==> config.mk <==
export PLATFORM = sky130hd
export DESIGN_NAME = bbnc_top
export DESIGN_NICKNAME = d
export VERILOG_FILES = /design/src/rtl/bbnc_pkg.sv /design/src/rtl/bbnc_top.sv /design/src/rtl/bbnc_route_dec.sv
export SDC_FILE = /design/constraint.sdc
export NUM_CORES = 1
export LEC_CHECK = 0
export BUFFER_PORTS_ARGS = -buffer_cell sky130_fd_sc_hd__buf_2
export CAP_MARGIN = 25
export CORE_MARGIN = 2
export CORE_UTILIZATION = 44
export DETAILED_ROUTE_END_ITERATION = 16
export PLACE_DENSITY = 0.88
export SETUP_SLACK_MARGIN = 0.4
export SYNTH_ARGS = -nofsm -noshare
export SYNTH_HDL_FRONTEND = slang
export SYNTH_HIERARCHICAL = 1
export SYNTH_SLANG_ARGS = --single-unit
==> constraint.sdc <==
create_clock -name sys_clk_i -period 1.8 [get_ports sys_clk_i]
set_input_delay 0.09 -clock sys_clk_i [delete_from_list [all_inputs] [get_ports sys_clk_i]]
set_output_delay 0.09 -clock sys_clk_i [all_outputs]
set_load 0.05 [all_outputs]
==> src/rtl/bbnc_pkg.sv <==
package bbnc_pkg;
   localparam logic [7:0] BBNC_OFS_HDR      = 8'h0c;
   localparam logic [7:0] BBNC_OFS_BUSNUM   = 8'h18;
   localparam logic [7:0] BBNC_HDR_TYPE_VAL = 8'h01;
   localparam logic [7:0] BBNC_BUS_RST      = 8'h00;
   localparam logic [7:0] BBNC_SPECIAL_DEV  = 8'hff;
   localparam int         BBNC_UP_LSB       = 0;
   localparam int         BBNC_DN_LSB       = 8;
   localparam int         BBNC_HI_LSB       = 16;
   localparam int         BBNC_HDR_LSB      = 16;
   typedef enum logic [3:0] {
      BBNC_RT_NONE  = 4'h1,
      BBNC_RT_TYPE0 = 4'h2,
      BBNC_RT_TYPE1 = 4'h4,
      BBNC_RT_SPCL  = 4'h8
   } bbnc_route_t;
endpackage : bbnc_pkg

==> src/rtl/bbnc_top.sv <==
`timescale 1ns/10ps
`default_nettype none
module bbnc_top (
   input  wire logic        sys_clk_i,
   input  wire logic        resetn_i,
   input  wire logic        cfg_req_i,
   input  wire logic        cfg_wr_i,
   input  wire logic [7:0]  cfg_addr_i,
   input  wire logic [3:0]  cfg_be_n_i,
   input  wire logic [31:0] cfg_wdata_i,
   output logic [31:0]      cfg_rdata_o,
   output logic             cfg_ack_o,
   input  wire logic        t1_req_i,
   input  wire logic        t1_from_up_i,
   input  wire logic [7:0]  t1_bus_i,
   input  wire logic        t1_special_i,
   output logic             t1_valid_o,
   output logic [3:0]       t1_route_o,
   output logic [7:0]       up_bus_o,
   output logic [7:0]       dn_bus_o,
   output logic [7:0]       hi_bus_o
);
   logic [7:0]            up_bus_reg;
   logic [7:0]            dn_bus_reg;
   logic [7:0]            hi_bus_reg;
   bbnc_pkg::bbnc_route_t route_next;
   logic                  wr_bus;

   // Byte enables are active low, as on the PCI command/byte-enable lines
   assign wr_bus = cfg_req_i && cfg_wr_i && (cfg_addr_i == bbnc_pkg::BBNC_OFS_BUSNUM);

   always_ff @(posedge sys_clk_i or negedge resetn_i) begin
      if (!resetn_i) begin
         up_bus_reg <= bbnc_pkg::BBNC_BUS_RST;
         dn_bus_reg <= bbnc_pkg::BBNC_BUS_RST;
         hi_bus_reg <= bbnc_pkg::BBNC_BUS_RST;
      end else if (wr_bus) begin
         if (!cfg_be_n_i[0]) begin
            up_bus_reg <= cfg_wdata_i[bbnc_pkg::BBNC_UP_LSB +: 8];
         end
         if (!cfg_be_n_i[1]) begin
            dn_bus_reg <= cfg_wdata_i[bbnc_pkg::BBNC_DN_LSB +: 8];
         end
         if (!cfg_be_n_i[2]) begin
            hi_bus_reg <= cfg_wdata_i[bbnc_pkg::BBNC_HI_LSB +: 8];
         end
      end
   end

   // Header dword: writes ignored, reserved byte zero; unmapped offsets read zero
   always_ff @(posedge sys_clk_i or negedge resetn_i) begin
      if (!resetn_i) begin
         cfg_rdata_o <= 32'h0000_0000;
         cfg_ack_o   <= 1'b0;
      end else begin
         cfg_ack_o   <= cfg_req_i;
         cfg_rdata_o <= 32'h0000_0000;
         if (cfg_req_i && !cfg_wr_i) begin
            case (cfg_addr_i)
               bbnc_pkg::BBNC_OFS_HDR: begin
                  cfg_rdata_o <= {8'h00, bbnc_pkg::BBNC_HDR_TYPE_VAL, 16'h0000};
               end
               bbnc_pkg::BBNC_OFS_BUSNUM: begin
                  cfg_rdata_o <= {8'h00, hi_bus_reg, dn_bus_reg, up_bus_reg};
               end
               default: begin
                  cfg_rdata_o <= 32'h0000_0000;
               end
            endcase
         end
      end
   end

   bbnc_route_dec u_dec (
      .tgt_bus_i (t1_bus_i),
      .special_i (t1_special_i),
      .from_up_i (t1_from_up_i),
      .up_bus_i  (up_bus_reg),
      .dn_bus_i  (dn_bus_reg),
      .hi_bus_i  (hi_bus_reg),
      .route_o   (route_next)
   );

   // Routing is only meaningful once software has set the bus numbers
   always_ff @(posedge sys_clk_i or negedge resetn_i) begin
      if (!resetn_i) begin
         t1_valid_o <= 1'b0;
         t1_route_o <= bbnc_pkg::BBNC_RT_NONE;
      end else begin
         t1_valid_o <= t1_req_i;
         t1_route_o <= t1_req_i ? route_next : bbnc_pkg::BBNC_RT_NONE;
      end
   end

   always_ff @(posedge sys_clk_i or negedge resetn_i) begin
      if (!resetn_i) begin
         up_bus_o <= bbnc_pkg::BBNC_BUS_RST;
         dn_bus_o <= bbnc_pkg::BBNC_BUS_RST;
         hi_bus_o <= bbnc_pkg::BBNC_BUS_RST;
      end else begin
         up_bus_o <= up_bus_reg;
         dn_bus_o <= dn_bus_reg;
         hi_bus_o <= hi_bus_reg;
      end
   end

   property p_hdr_read;
      @(posedge sys_clk_i) disable iff (!resetn_i)
      (cfg_req_i && !cfg_wr_i && cfg_addr_i == 8'h0c) |=> (cfg_rdata_o == 32'h0001_0000);
   endproperty
   a_hdr_read: assert property (p_hdr_read) else $error("header dword wrong");

   property p_rsvd_zero;
      @(posedge sys_clk_i) disable iff (!resetn_i)
      cfg_rdata_o[31:24] == 8'h00;
   endproperty
   a_rsvd_zero: assert property (p_rsvd_zero) else $error("reserved byte not zero");

   property p_up_write;
      @(posedge sys_clk_i) disable iff (!resetn_i)
      (wr_bus && !cfg_be_n_i[0]) |=> ##1 (up_bus_o == $past(cfg_wdata_i[7:0], 2));
   endproperty
   a_up_write: assert property (p_up_write) else $error("upstream bus not written");

   property p_dn_hold;
      @(posedge sys_clk_i) disable iff (!resetn_i)
      (wr_bus && cfg_be_n_i[1]) |=> (dn_bus_reg == $past(dn_bus_reg));
   endproperty
   a_dn_hold: assert property (p_dn_hold) else $error("disabled byte changed");

   property p_hi_write;
      @(posedge sys_clk_i) disable iff (!resetn_i)
      (wr_bus && !cfg_be_n_i[2]) |=> (hi_bus_reg == $past(cfg_wdata_i[23:16]));
   endproperty
   a_hi_write: assert property (p_hi_write) else $error("highest bus not written");

   property p_type0;
      @(posedge sys_clk_i) disable iff (!resetn_i)
      (t1_req_i && t1_from_up_i && !t1_special_i && t1_bus_i == dn_bus_reg)
         |=> (t1_valid_o && t1_route_o == 4'h2);
   endproperty
   a_type0: assert property (p_type0) else $error("type 0 conversion missed");

   property p_pass_dn;
      @(posedge sys_clk_i) disable iff (!resetn_i)
      (t1_req_i && t1_from_up_i && t1_bus_i > dn_bus_reg && t1_bus_i <= hi_bus_reg)
         |=> (t1_route_o == 4'h4);
   endproperty
   a_pass_dn: assert property (p_pass_dn) else $error("type 1 pass missed");

   property p_upstream;
      @(posedge sys_clk_i) disable iff (!resetn_i)
      (t1_req_i && !t1_from_up_i && !(t1_special_i && t1_bus_i == up_bus_reg))
         |=> (t1_route_o == 4'h4);
   endproperty
   a_upstream: assert property (p_upstream) else $error("upstream pass wrong");

   property p_hdr_const;
      @(posedge sys_clk_i) disable iff (!resetn_i)
      (cfg_req_i && cfg_wr_i && cfg_addr_i == 8'h0c) ##1 (cfg_req_i && !cfg_wr_i && cfg_addr_i == 8'h0c)
         |=> (cfg_rdata_o[23:16] == 8'h01);
   endproperty
   a_hdr_const: assert property (p_hdr_const) else $error("header type writable");

   property p_ack_pulse;
      @(posedge sys_clk_i) disable iff (!resetn_i)
      cfg_req_i |=> cfg_ack_o;
   endproperty
   a_ack_pulse: assert property (p_ack_pulse) else $error("access not acknowledged");

   property p_ack_idle;
      @(posedge sys_clk_i) disable iff (!resetn_i)
      !cfg_req_i |=> (!cfg_ack_o && cfg_rdata_o == 32'h0000_0000);
   endproperty
   a_ack_idle: assert property (p_ack_idle) else $error("stray acknowledge or data");

   // Hold checks watch the registers, so the lag of the output copies cannot hide a stray write
   property p_up_hold;
      @(posedge sys_clk_i) disable iff (!resetn_i)
      (wr_bus && cfg_be_n_i[0]) |=> (up_bus_reg == $past(up_bus_reg));
   endproperty
   a_up_hold: assert property (p_up_hold) else $error("disabled upstream byte changed");

   property p_hi_hold;
      @(posedge sys_clk_i) disable iff (!resetn_i)
      (wr_bus && cfg_be_n_i[2]) |=> (hi_bus_reg == $past(hi_bus_reg));
   endproperty
   a_hi_hold: assert property (p_hi_hold) else $error("disabled highest byte changed");

   property p_dn_write;
      @(posedge sys_clk_i) disable iff (!resetn_i)
      (wr_bus && !cfg_be_n_i[1]) |=> (dn_bus_reg == $past(cfg_wdata_i[15:8]));
   endproperty
   a_dn_write: assert property (p_dn_write) else $error("downstream bus not written");

   property p_hdr_ro;
      @(posedge sys_clk_i) disable iff (!resetn_i)
      (cfg_req_i && cfg_wr_i && cfg_addr_i == bbnc_pkg::BBNC_OFS_HDR)
         |=> $stable({hi_bus_reg, dn_bus_reg, up_bus_reg});
   endproperty
   a_hdr_ro: assert property (p_hdr_ro) else $error("header write disturbed bus numbers");

   property p_bus_read;
      @(posedge sys_clk_i) disable iff (!resetn_i)
      (cfg_req_i && !cfg_wr_i && cfg_addr_i == bbnc_pkg::BBNC_OFS_BUSNUM)
         |=> (cfg_rdata_o[23:0] == $past({hi_bus_reg, dn_bus_reg, up_bus_reg}));
   endproperty
   a_bus_read: assert property (p_bus_read) else $error("bus number readback wrong");

   property p_unmapped;
      @(posedge sys_clk_i) disable iff (!resetn_i)
      (cfg_req_i && !cfg_wr_i && cfg_addr_i != bbnc_pkg::BBNC_OFS_HDR &&
       cfg_addr_i != bbnc_pkg::BBNC_OFS_BUSNUM) |=> (cfg_rdata_o == 32'h0000_0000);
   endproperty
   a_unmapped: assert property (p_unmapped) else $error("unmapped read not zero");

   property p_no_claim;
      @(posedge sys_clk_i) disable iff (!resetn_i)
      (t1_req_i && t1_from_up_i && t1_bus_i != dn_bus_reg &&
       !(t1_bus_i > dn_bus_reg && t1_bus_i <= hi_bus_reg)) |=> (t1_route_o == 4'h1);
   endproperty
   a_no_claim: assert property (p_no_claim) else $error("foreign bus claimed");

   property p_spcl_dn;
      @(posedge sys_clk_i) disable iff (!resetn_i)
      (t1_req_i && t1_from_up_i && t1_special_i && t1_bus_i == dn_bus_reg)
         |=> (t1_valid_o && t1_route_o == 4'h8);
   endproperty
   a_spcl_dn: assert property (p_spcl_dn) else $error("downstream special cycle missed");

   property p_spcl_up;
      @(posedge sys_clk_i) disable iff (!resetn_i)
      (t1_req_i && !t1_from_up_i && t1_special_i && t1_bus_i == up_bus_reg)
         |=> (t1_valid_o && t1_route_o == 4'h8);
   endproperty
   a_spcl_up: assert property (p_spcl_up) else $error("upstream special cycle missed");

   property p_t1_idle;
      @(posedge sys_clk_i) disable iff (!resetn_i)
      !t1_req_i |=> (!t1_valid_o && t1_route_o == 4'h1);
   endproperty
   a_t1_idle: assert property (p_t1_idle) else $error("stray routing result");

   c_bus_write: cover property (@(posedge sys_clk_i) disable iff (!resetn_i) wr_bus && cfg_be_n_i == 4'h8);
   c_type0: cover property (@(posedge sys_clk_i) disable iff (!resetn_i) t1_valid_o && t1_route_o == 4'h2);
   c_type1: cover property (@(posedge sys_clk_i) disable iff (!resetn_i) t1_valid_o && t1_route_o == 4'h4);
   c_spcl: cover property (@(posedge sys_clk_i) disable iff (!resetn_i) t1_valid_o && t1_route_o == 4'h8);
endmodule : bbnc_top
`default_nettype wire

==> src/rtl/bbnc_route_dec.sv <==
`timescale 1ns/10ps
`default_nettype none
module bbnc_route_dec (
   input  wire logic [7:0]   tgt_bus_i,
   input  wire logic         special_i,
   input  wire logic         from_up_i,
   input  wire logic [7:0]   up_bus_i,
   input  wire logic [7:0]   dn_bus_i,
   input  wire logic [7:0]   hi_bus_i,
   output bbnc_pkg::bbnc_route_t route_o
);
   always_comb begin
      route_o = bbnc_pkg::BBNC_RT_NONE;
      if (from_up_i) begin
         if (tgt_bus_i == dn_bus_i) begin
            route_o = special_i ? bbnc_pkg::BBNC_RT_SPCL : bbnc_pkg::BBNC_RT_TYPE0;
         end else if (tgt_bus_i > dn_bus_i && tgt_bus_i <= hi_bus_i) begin
            route_o = bbnc_pkg::BBNC_RT_TYPE1;
         end
      end else begin
         // Special only if also flagged as a special-cycle request
         if (tgt_bus_i == up_bus_i && special_i) begin
            route_o = bbnc_pkg::BBNC_RT_SPCL;
         end else begin
            route_o = bbnc_pkg::BBNC_RT_TYPE1;
         end
      end
   end
endmodule : bbnc_route_dec
`default_nettype wire

## Word-level counts from Yosys, hierarchy flattened

Index checks and enable logic that the tools add are counted.

| storage, ports and cells | value |
|---|---|
| register bits after elaboration | 86 |
| output and inout bits | 62 |
| input port bits | 59 |

| cells by class | value |
|---|---|
| equality and inequality tests | 4 |
| magnitude comparators | 2 |
| bitwise logic cells | 3 |
| multiplexer cells | 8 |
| reduce and logical (&&, ||, !) cells | 9 |

Operators by type and width:

| operator | number |
|---|---|
| $pmux W24 S2 | 1 |
| $mux W24 | 1 |
| $mux W4 | 5 |
| $eq A8 B8 Y1 | 2 |
| $eq A8 B4 Y1 const B | 1 |
| $eq A8 B5 Y1 const B | 1 |
| $gt A8 B8 Y1 | 1 |
| $le A8 B8 Y1 | 1 |
| $reduce_and A2 Y1 | 3 |
| $logic_and A1 B1 Y1 | 5 |
| $mux W3 | 1 |
| $not A1 Y1 | 3 |
| $logic_not A1 Y1 | 1 |

## Longest topological paths before layout

Gate-level depths: netlist of run 1.

| logic depth | value |
|---|---|
| depth after elaboration | 6 |
| gate-level depth with buffers | 9 |

## Modules after synthesis

Netlist of run 1, hierarchy kept.

Modules (own cells, without submodules):

| module | instances | seq. area each (µm²) | cells each | area an instance (µm²) |
|---|---|---|---|---|
| bbnc_top | 1 | 1953.1 | 153 | 2605.0 |
| bbnc_route_dec | 1 | 0.0 | 70 | 523.0 |

## Worst setup path after synthesis of run 1

OpenSTA, ideal clock, no wires.

| timing path | value |
|---|---|
| kind | flip-flop to flip-flop |
| from | register hi_bus_reg[1] |
| to | register t1_route_o[0] |
| path buffers | 0 |
| data arrival time | 1670 ps |
| setup slack | 50 ps |
| cell stages (with the launch flop) | 10 |
| period minus slack after synthesis | 1750 ps |
| cells stage by stage | dfrtp_1 > inv_1 > ha_1 > nor2b_1 > o211ai_1 > a21oi_1 > a2111oi_2 > o22ai_1 > and3b_1 > nand2b_1 |

| on the way | value |
|---|---|
| word-level cells in the longest chain between the ends | 6 |

Ends and longest elaborated chain:

| element | line | source |
|---|---|---|
| start, declared | bbnc_top.sv:25 | `logic [7:0] hi_bus_reg;` |
| start signal, assigned | bbnc_top.sv:36 | `hi_bus_reg <= bbnc_pkg::BBNC_BUS_RST;` |
| start signal, assigned | bbnc_top.sv:45 | `hi_bus_reg <= cfg_wdata_i[bbnc_pkg::BBNC_HI_LSB +: 8];` |
| $le A8 B8 Y1 | bbnc_route_dec.sv:17 | `end else if (tgt_bus_i > dn_bus_i && tgt_bus_i <= hi_bus_i) begin` |
| $logic_and A1 B1 Y1 | bbnc_route_dec.sv:17 |  |
| $mux W3 | bbnc_route_dec.sv:17 |  |
| $mux W4 | bbnc_route_dec.sv:15 | `if (tgt_bus_i == dn_bus_i) begin` |
| $mux W4 | bbnc_route_dec.sv:14 | `if (from_up_i) begin` |
| via route_next[0] | bbnc_top.sv:26 | `bbnc_pkg::bbnc_route_t route_next;` |
| $mux W4 | bbnc_top.sv:91 | `t1_route_o <= t1_req_i ? route_next : bbnc_pkg::BBNC_RT_NONE;` |
| end signal, assigned | bbnc_top.sv:88 | `t1_route_o <= bbnc_pkg::BBNC_RT_NONE;` |
| end signal, assigned | bbnc_top.sv:91 |  |
| end, declared | bbnc_top.sv:18 | `output logic [3:0] t1_route_o,` |

The timed path passes the listed nets, and every way through them passes these cells.
A chain may end at the register's enable or synchronous reset.

## Worst setup path after layout of run 1

Same ends and word-level chain as after synthesis.

==> impl_results.md, run 1 <==
* Status: completed
* Leak at 2.41 nW
* Fill cells at 544
* Final WL at 6530 um
* Multi-input gate area at 1170 um2
* GP Congestion at 0.785
* VDD IR max at 0.383 mV
* PwrDens at 766 nW/um2
* Number of antenna violations at the first check in global routing at 0
* Max Root-Sink Buffers at 2
* Wire length per cell at 13.5 um
* Vias in the first global route at 2224
* NetSw at 830 uW
* Sink Count at 78
* GRT Residual Overflow at 0
* # H-tree levels at 3
* Clock Skew at 11.1 ps
* Post-synthesis cell count at 223
* Pwr Total at 3.44 mW
* Flip-flop count of the largest register after layout at 24
* Routed Antenna Nets at 0
* Setup Crit Path Kind: reg2reg
* FF-to-FF End: t1_route_o[0]
* CP endpoint kind: flip-flop
* Die area at 7800 um2
* DR vias/cell at 4.56
* Most flops, register: cfg_rdata_o
* Sequential Power Share at 51.9%
* Total CTS buffers at 9
* Synth top area share at 61.6%
* Reg2Reg Launch Point: hi_bus_reg[1]
* Final hold vios at 0
* Antenna Cells at 0
* Die height at 88.3 um
* Fraction of layout cells with a size suffix above 1 at 46.6%
* Reg area at 1950 um2
* Final net count at 456
* #FFs+latches synth at 78
* Area leader, netlist: dfrtp_1
* Clock Latency Late Sink at 340 ps
* CTS tree: yes
* Largest net degree at the start of global routing at 46
* Synth warn at 6
* Cell variety after synth at 34
* R2r worst-path depth at 9
* Setup TNS at 0 ps
* Drt pass-1 iters at 4
* Mapped Area at 3130 um2
* Number of flops mapped to enable cells by yosys at 0
* DRT iter0 DRCs at 53
* Row cnt at 30
* First-pass GRT wire length at 10300 um
* Unrepaired setup endpoints after global routing: true
* Sequential share of the synthesized area at 62.4%
* Core Region at 6830 um2
* Hold slack at 46.6 ps
* IO Port Bufs at 103
* Worst Path Required at 2070 ps
* Gate power share at 10.7%
* Ys flop type: dfrtp_1
* Hold Path Sink: cfg_rdata_o[16]
* CTS root buffer: clkbuf_8
* Synth top area cells: dfrtp_1, mux2_2, ha_1
* Worst-path cell chain: inv_2 -> ha_4 -> nor2b_1 -> o211ai_1 -> a21oi_1 -> a2111oi_2 -> o22ai_1 -> and3b_1 -> nand2b_4
* Fmax at 0.566 GHz
* Reg clk slew, reported paths at 80 ps
* Tmin final at 1770 ps
* Crit path largest cell delay at 400 ps
* Slowest-stage cell, CP: dfrtp_1
* Clock network power share at 37.4%
* Ratio of final minimum period to clock period at 98.1%
* Hold path startpoint: cfg_addr_i[6]
* Synth async-reset ratio at 100%
* Final setup violating endpoints at 0
* Via count at 2200
* DRC errors left at 0
* Max-slew violation count at 0
* Avg Synthesized Cell Area at 14.0 um2
* Max-Cap Viols at 0
* Max Fanout on Critical Path at 2
* Startpoint Class: flip-flop
* Util after Layout at 65.7%
* DP HPWL at 4660 um
* Dpl cell area at 3840 um2
* Critical path arrival at 2030 ps
* Synth-to-Final Area Change at 43.5%
* Hold Crit Class: in2reg
* WHS Path Cells at 3
* Pint at 2.61 mW
* Register-to-register setup slack at 30 ps
* Sw frac at 24.2%
* Num ports at 121
* All-Layer GR Usage at 17.8%
* Initial Util at 45.8%
* Post-route cell area at 4490 um2
* Die Span X at 88.3 um
[what timing repair did]
| action | CTS | global route |
|---|---|---|
| hold buffers | 27 | 0 |
| endpoints found under the setup margin | 14 | 21 |
| resized for setup | 13 | 6 |
| pin swaps | 8 | 5 |
| endpoints found under the hold margin | 60 | 0 |
| setup buffers | 9 | 1 |
[layout make-up]
class / instances / area share (%)
inverter: 15 / 1.25
timing repair buffer: 152 / 22.1
clock buffer: 11 / 3.15
tap: 96 / 2.68
multi-input combinational: 125 / 26.0
sequential: 78 / 43.5
clock inverter: 5 / 1.28
[placed cells by master, fill, tap and decap left out, types with 2 or more instances in the layout]
cell type,netlist,final
ha_1,16,13
dlygate4sd3_1,0,27
o211ai_1,2,2
inv_1,15,14
buf_6,0,3
nand2_1,4,4
dfrtp_1,77,77
nor4_4,3,3
buf_4,8,19
clkbuf_8,0,10
xnor2_1,3,3
buf_12,0,2
ha_4,0,3
conb_1,1,8
or4b_4,0,2
nor2b_1,2,2
nor2_1,4,3
xor2_1,5,5
mux2_4,0,8
clkinv_2,0,2
a21oi_1,7,7
buf_2,2,101
nand4_1,5,5
and2_1,26,26
mux2_2,23,16
[logic make-up after synthesis]
kind of cell             share of synthesized area [%]
flip-flops                                        62.4
AND/OR/NAND/NOR                                   12.5
buffers and inverters                             4.28
multiplexers                                      8.96
adder cells (fa/ha/maj)                           6.40
AO/OA/AOI/OAI                                     3.04
XOR/XNOR                                          2.24
other                                            0.120
[synthesized netlist by cell type (2+ instances only)]
cell type,instances
buf_2,2
mux2_2,23
a21oi_1,7
xor2_1,5
inv_1,15
clkbuf_1,2
xnor2_1,3
nand2_1,4
nor4b_2,2
nor4_4,3
ha_1,16
buf_4,8
nand4_1,5
and2_1,26
dfrtp_1,77
or4b_1,2
nor2b_1,2
nor2_1,4
o211ai_1,2
[critical path, delay by kind of cell, from the launching register on]
family / cells / cell delay, ps
AOI/OAI and AO/OA: 4 / 610
and+or+nand+nor: 3 / 430
DFF: 1 / 400
adders and majority gates: 1 / 190
buffers and inverters: 1 / 70
[worst max path at each step]
stage          cells after the start           from             to  slack, ps
2_1_floorplan                      4  cfg_addr_i[1]  dn_bus_reg[0]         90
4_1_cts                            9  hi_bus_reg[1]  t1_route_o[0]        -20
3_3_place_gp                       9  hi_bus_reg[1]  t1_route_o[0]          7
6_report                           9  hi_bus_reg[1]  t1_route_o[0]         30
5_1_grt                            9  hi_bus_reg[1]  t1_route_o[0]        -90
3_5_place_dp                       9  hi_bus_reg[1]  t1_route_o[0]        -30
[stage by stage]
step	setup slack, ps	cells
after floorplan	94.6	230
after global placement	6.71	429
after detailed placement	-25.0	429
after CTS	-23.8	481
after global routing	-94.5	482
final	33.4	482
[power groups by stage]
stage	clock network, mW	registers, mW	logic, mW
after CTS	1.31	1.78	0.361
after global routing	1.40	1.79	0.404
final	1.29	1.78	0.368
after global placement	0	1.82	0.295
after floorplan	0	1.87	0.126
after detailed placement	0	1.82	0.302
[per-layer routing]
layer	track usage (%)	routed length [um]	vias up
li1	-	-	1055
met1	20.4	2600	1047
met2	30.0	3290	82
met3	5.32	443	16
met4	9.23	191	0
met5	0	0	-
Note: power is estimated with default switching activity, not from simulation.
==> run 2, diff against run 1 <==
- ABC_AREA: default -> 1
- CORE_UTILIZATION: 44 -> 45
==> run 2 against run 1 <==
  * The flow now finishes with violations (hold timing)
  * Wire length increased by 22%
  * Core utilization decreased by 4.0 points
  * Clock-buffer cell count decreased by 1
  * Combinational power increased by 4%
  * Synthesized cell count increased by 54%
  * Cell count increased by 21%
  * Largest power group unchanged
  * Highest routed layer unchanged
==> impl_results.md, run 2 <==
* Row cnt at 31
* Hold Crit Class: in2reg
* Clock Latency Late Sink at 350 ps
* Dpl cell area at 3950 um2
* Worst path buffer plus inverter count at 3
* Cell mode on critical path: nand2_1
* Final net count at 555
* #FFs+latches synth at 78
* FF-to-FF End: t1_route_o[0]
* Clock Skew at 6.50 ps
* IO Port Bufs at 103
* DRC errors left at 0
* Ratio of final minimum period to clock period at 84.7%
* Leak at 2.48 nW
* WP depth at 12
* Reg clk slew, reported paths at 80 ps
* Worst-path cell chain: inv_2 -> ha_4 -> nand2_1 -> inv_2 -> nand3_4 -> nor3_4 -> a21oi_2 -> nand2_1 -> nand2_1 -> nor2_1 -> inv_1 -> nand2_1
* Ys flop type: dfrtp_1
* Final hold vios at 6
* Synth top area share at 57.1%
* Number of antenna violations at the first check in global routing at 0
* Initial Util at 46.5%
* Top-count cell post-synth: nand2_1
* Hold slack at -87.8 ps
* All-Layer GR Usage at 20.5%
* Synth async-reset ratio at 100%
* Tmin final at 1520 ps
* Mapped Area at 3370 um2
* Worst Setup SP: dn_bus_reg[3]
* First-pass GRT wire length at 13100 um
* Final setup violating endpoints at 0
* Vias in the first global route at 2715
* Worst Path Required at 2090 ps
* DRT iter0 DRCs at 135
* Post-route cell area at 4480 um2
* Die height at 90.6 um
* GRT Residual Overflow at 0
* DR vias/cell at 4.72
* Most frequent cells in the layout: nand2_1, buf_2, dfrtp_1
* Register-to-register setup slack at 280 ps
* Number of flops mapped to enable cells by yosys at 0
* Final WL at 7970 um
* # H-tree levels at 3
* Cell variety after synth at 29
* Setup Crit Path Kind: reg2reg
* Max Fanout on Critical Path at 4
* Max-slew violation count at 0
* VDD IR max at 0.571 mV
* CP delay by family, top: simple AND/OR/NAND/NOR gates
* Num ports at 121
* Fraction of layout cells with a size suffix above 1 at 31.8%
* Synth top area cells: dfrtp_1, nand2_1, ha_1
* GP Congestion at 0.949
* DP HPWL at 5640 um
* Status: finished with violations
* Max Root-Sink Buffers at 2
* Area leader, netlist: dfrtp_1
* Routed Antenna Nets at 0
* Critical path arrival at 1820 ps
* R2r worst-path depth at 12
* Core Region at 7250 um2
* Synth-to-Final Area Change at 32.6%
* Worst Max-Slew Pin Slew at 831 ps
* Avg Synthesized Cell Area at 9.81 um2
* Antenna Cells at 0
* Crit path largest cell delay at 380 ps
* Post-synthesis cell count at 344
* Post-synth top cells: nand2_1, dfrtp_1, nor2_1, inv_1, nand4_1
* CP endpoint kind: flip-flop
* Drt pass-1 iters at 4
* Commonest non-fill, non-tap cell in the layout: nand2_1
* Wire length per cell at 13.6 um
* CP endpoint: t1_route_o[0]
* Largest net degree at the start of global routing at 43
* Max-Cap Viols at 0
* Most flops, register: cfg_rdata_o
* Slowest-stage cell, CP: dfrtp_1
* Setup TNS at 0 ps
* Die Span X at 90.6 um
* Failing checks: hold timing
* Reg2Reg Launch Point: dn_bus_reg[3]
* Hold Buf Count CTS at 15
* Synth warn at 6
* Via count at 2756
* Die area at 8210 um2
* Unrepaired setup endpoints after global routing: true
* PwrDens at 841 nW/um2
* Total CTS buffers at 9
* CTS root buffer: clkbuf_8
* Sink Count at 78
* Sequential share of the synthesized area at 57.9%
* Fmax at 0.656 GHz
* CTS tree: yes
* Relative slew slack at 44.6%
* Startpoint Class: flip-flop
* Flip-flop count of the largest register after layout at 24
run 2: changes by cell type in the layout (fill, tap and decap cells not counted), sizes merged, moves of 3 or more:
| cell | change |
|---|---|
| buf | -5 |
| nand4 | +22 |
| dlygate4sd3 | -12 |
| nor4 | -4 |
| inv | +16 |
| mux2 | -24 |
| clkinv | +3 |
| nand2 | +103 |
| nand3 | +7 |
| and2 | -26 |
| nor2 | +31 |
run 2: kinds of logic (layout without fill, tap and decap cells):
logic type	Yosys count	count (layout)	share of synthesized area [%]
buffers and inverters	52	186	8.08
AOI/OAI and AO/OA	9	9	1.67
xor gates and xnor gates	7	7	1.82
and+or+nand+nor	181	181	24.5
adders and majority gates	16	16	5.93
DFF	78	78	57.9
other	1	8	0.111
run 2: cell type report:
type | count | area [um2]
multi-input cells | 221 | 1210
clock buffers | 10 | 138
repair buffers | 135 | 808
flip-flops and latches | 78 | 1950
inverters | 35 | 134
clock inverters | 6 | 109
well taps | 99 | 124
fillers | 626 | 2780
run 2: report_power, final:
| part | switching, mW | leakage (nW) | internal (mW) |
|---|---|---|---|
| sequential | 0.0111 | 1.08 | 1.77 |
| combinational | 0.253 | 1.27 | 0.129 |
| clock | 0.639 | 0.126 | 0.956 |
run 2: worst reg2reg max path: cells and delay by family (launching register included):
family,cells,cell delay [ps]
AND/OR/NAND/NOR,7,590
flip-flops,1,380
adder cells (fa/ha/maj),1,260
buffers and inverters,3,180
AO/OA/AOI/OAI,1,60
run 2: worst min-delay path by stage:
| stage | from | endpoint | slack [ps] | cells past startpoint |
|---|---|---|---|---|
| 2_1_floorplan | resetn_i | cfg_ack_o | -210 | 0 |
| 3_3_place_gp | resetn_i | up_bus_o[5] | 80 | 1 |
| 3_5_place_dp | resetn_i | up_bus_o[5] | 90 | 1 |
| 4_1_cts | t1_req_i | t1_valid_o | -90 | 1 |
| 5_1_grt | t1_req_i | t1_valid_o | -100 | 1 |
| 6_report | t1_req_i | t1_valid_o | -90 | 1 |
run 2: layer usage:
| layer | track usage (%) | share of wire [%] | wire length [um] | up-vias |
|---|---|---|---|---|
| met1 | 27.5 | 45 | 3620 | 1287 |
| li1 | - | - | - | 1345 |
| met2 | 32.3 | 46 | 3680 | 103 |
| met5 | 0 | 0 | 0 | - |
| met4 | 8.46 | 2.6 | 211 | 0 |
| met3 | 4.59 | 5.8 | 459 | 21 |
run 2: what timing repair did:
item	CTS	global route
endpoints found under the setup margin	4	10
endpoints found under the hold margin	55	5
setup buffers	8	4
resized for setup	2	4
pin swaps	3	4
run 2: stage by stage:
stage / hold WS, ps / cells / power, mW / utilization, % / setup WS, ps
CTS: -92.0 / 580 / 3.76 / 61.0 / 297
finish: -87.8 / 584 / 3.76 / 61.7 / 276
floorplan: -206 / 351 / 2.02 / - / 439
global route: -101 / 584 / 3.91 / 61.7 / 143
global placement: 77.1 / 541 / 2.15 / 54.5 / 299
detailed placement: 86.6 / 541 / 2.16 / 54.5 / 268
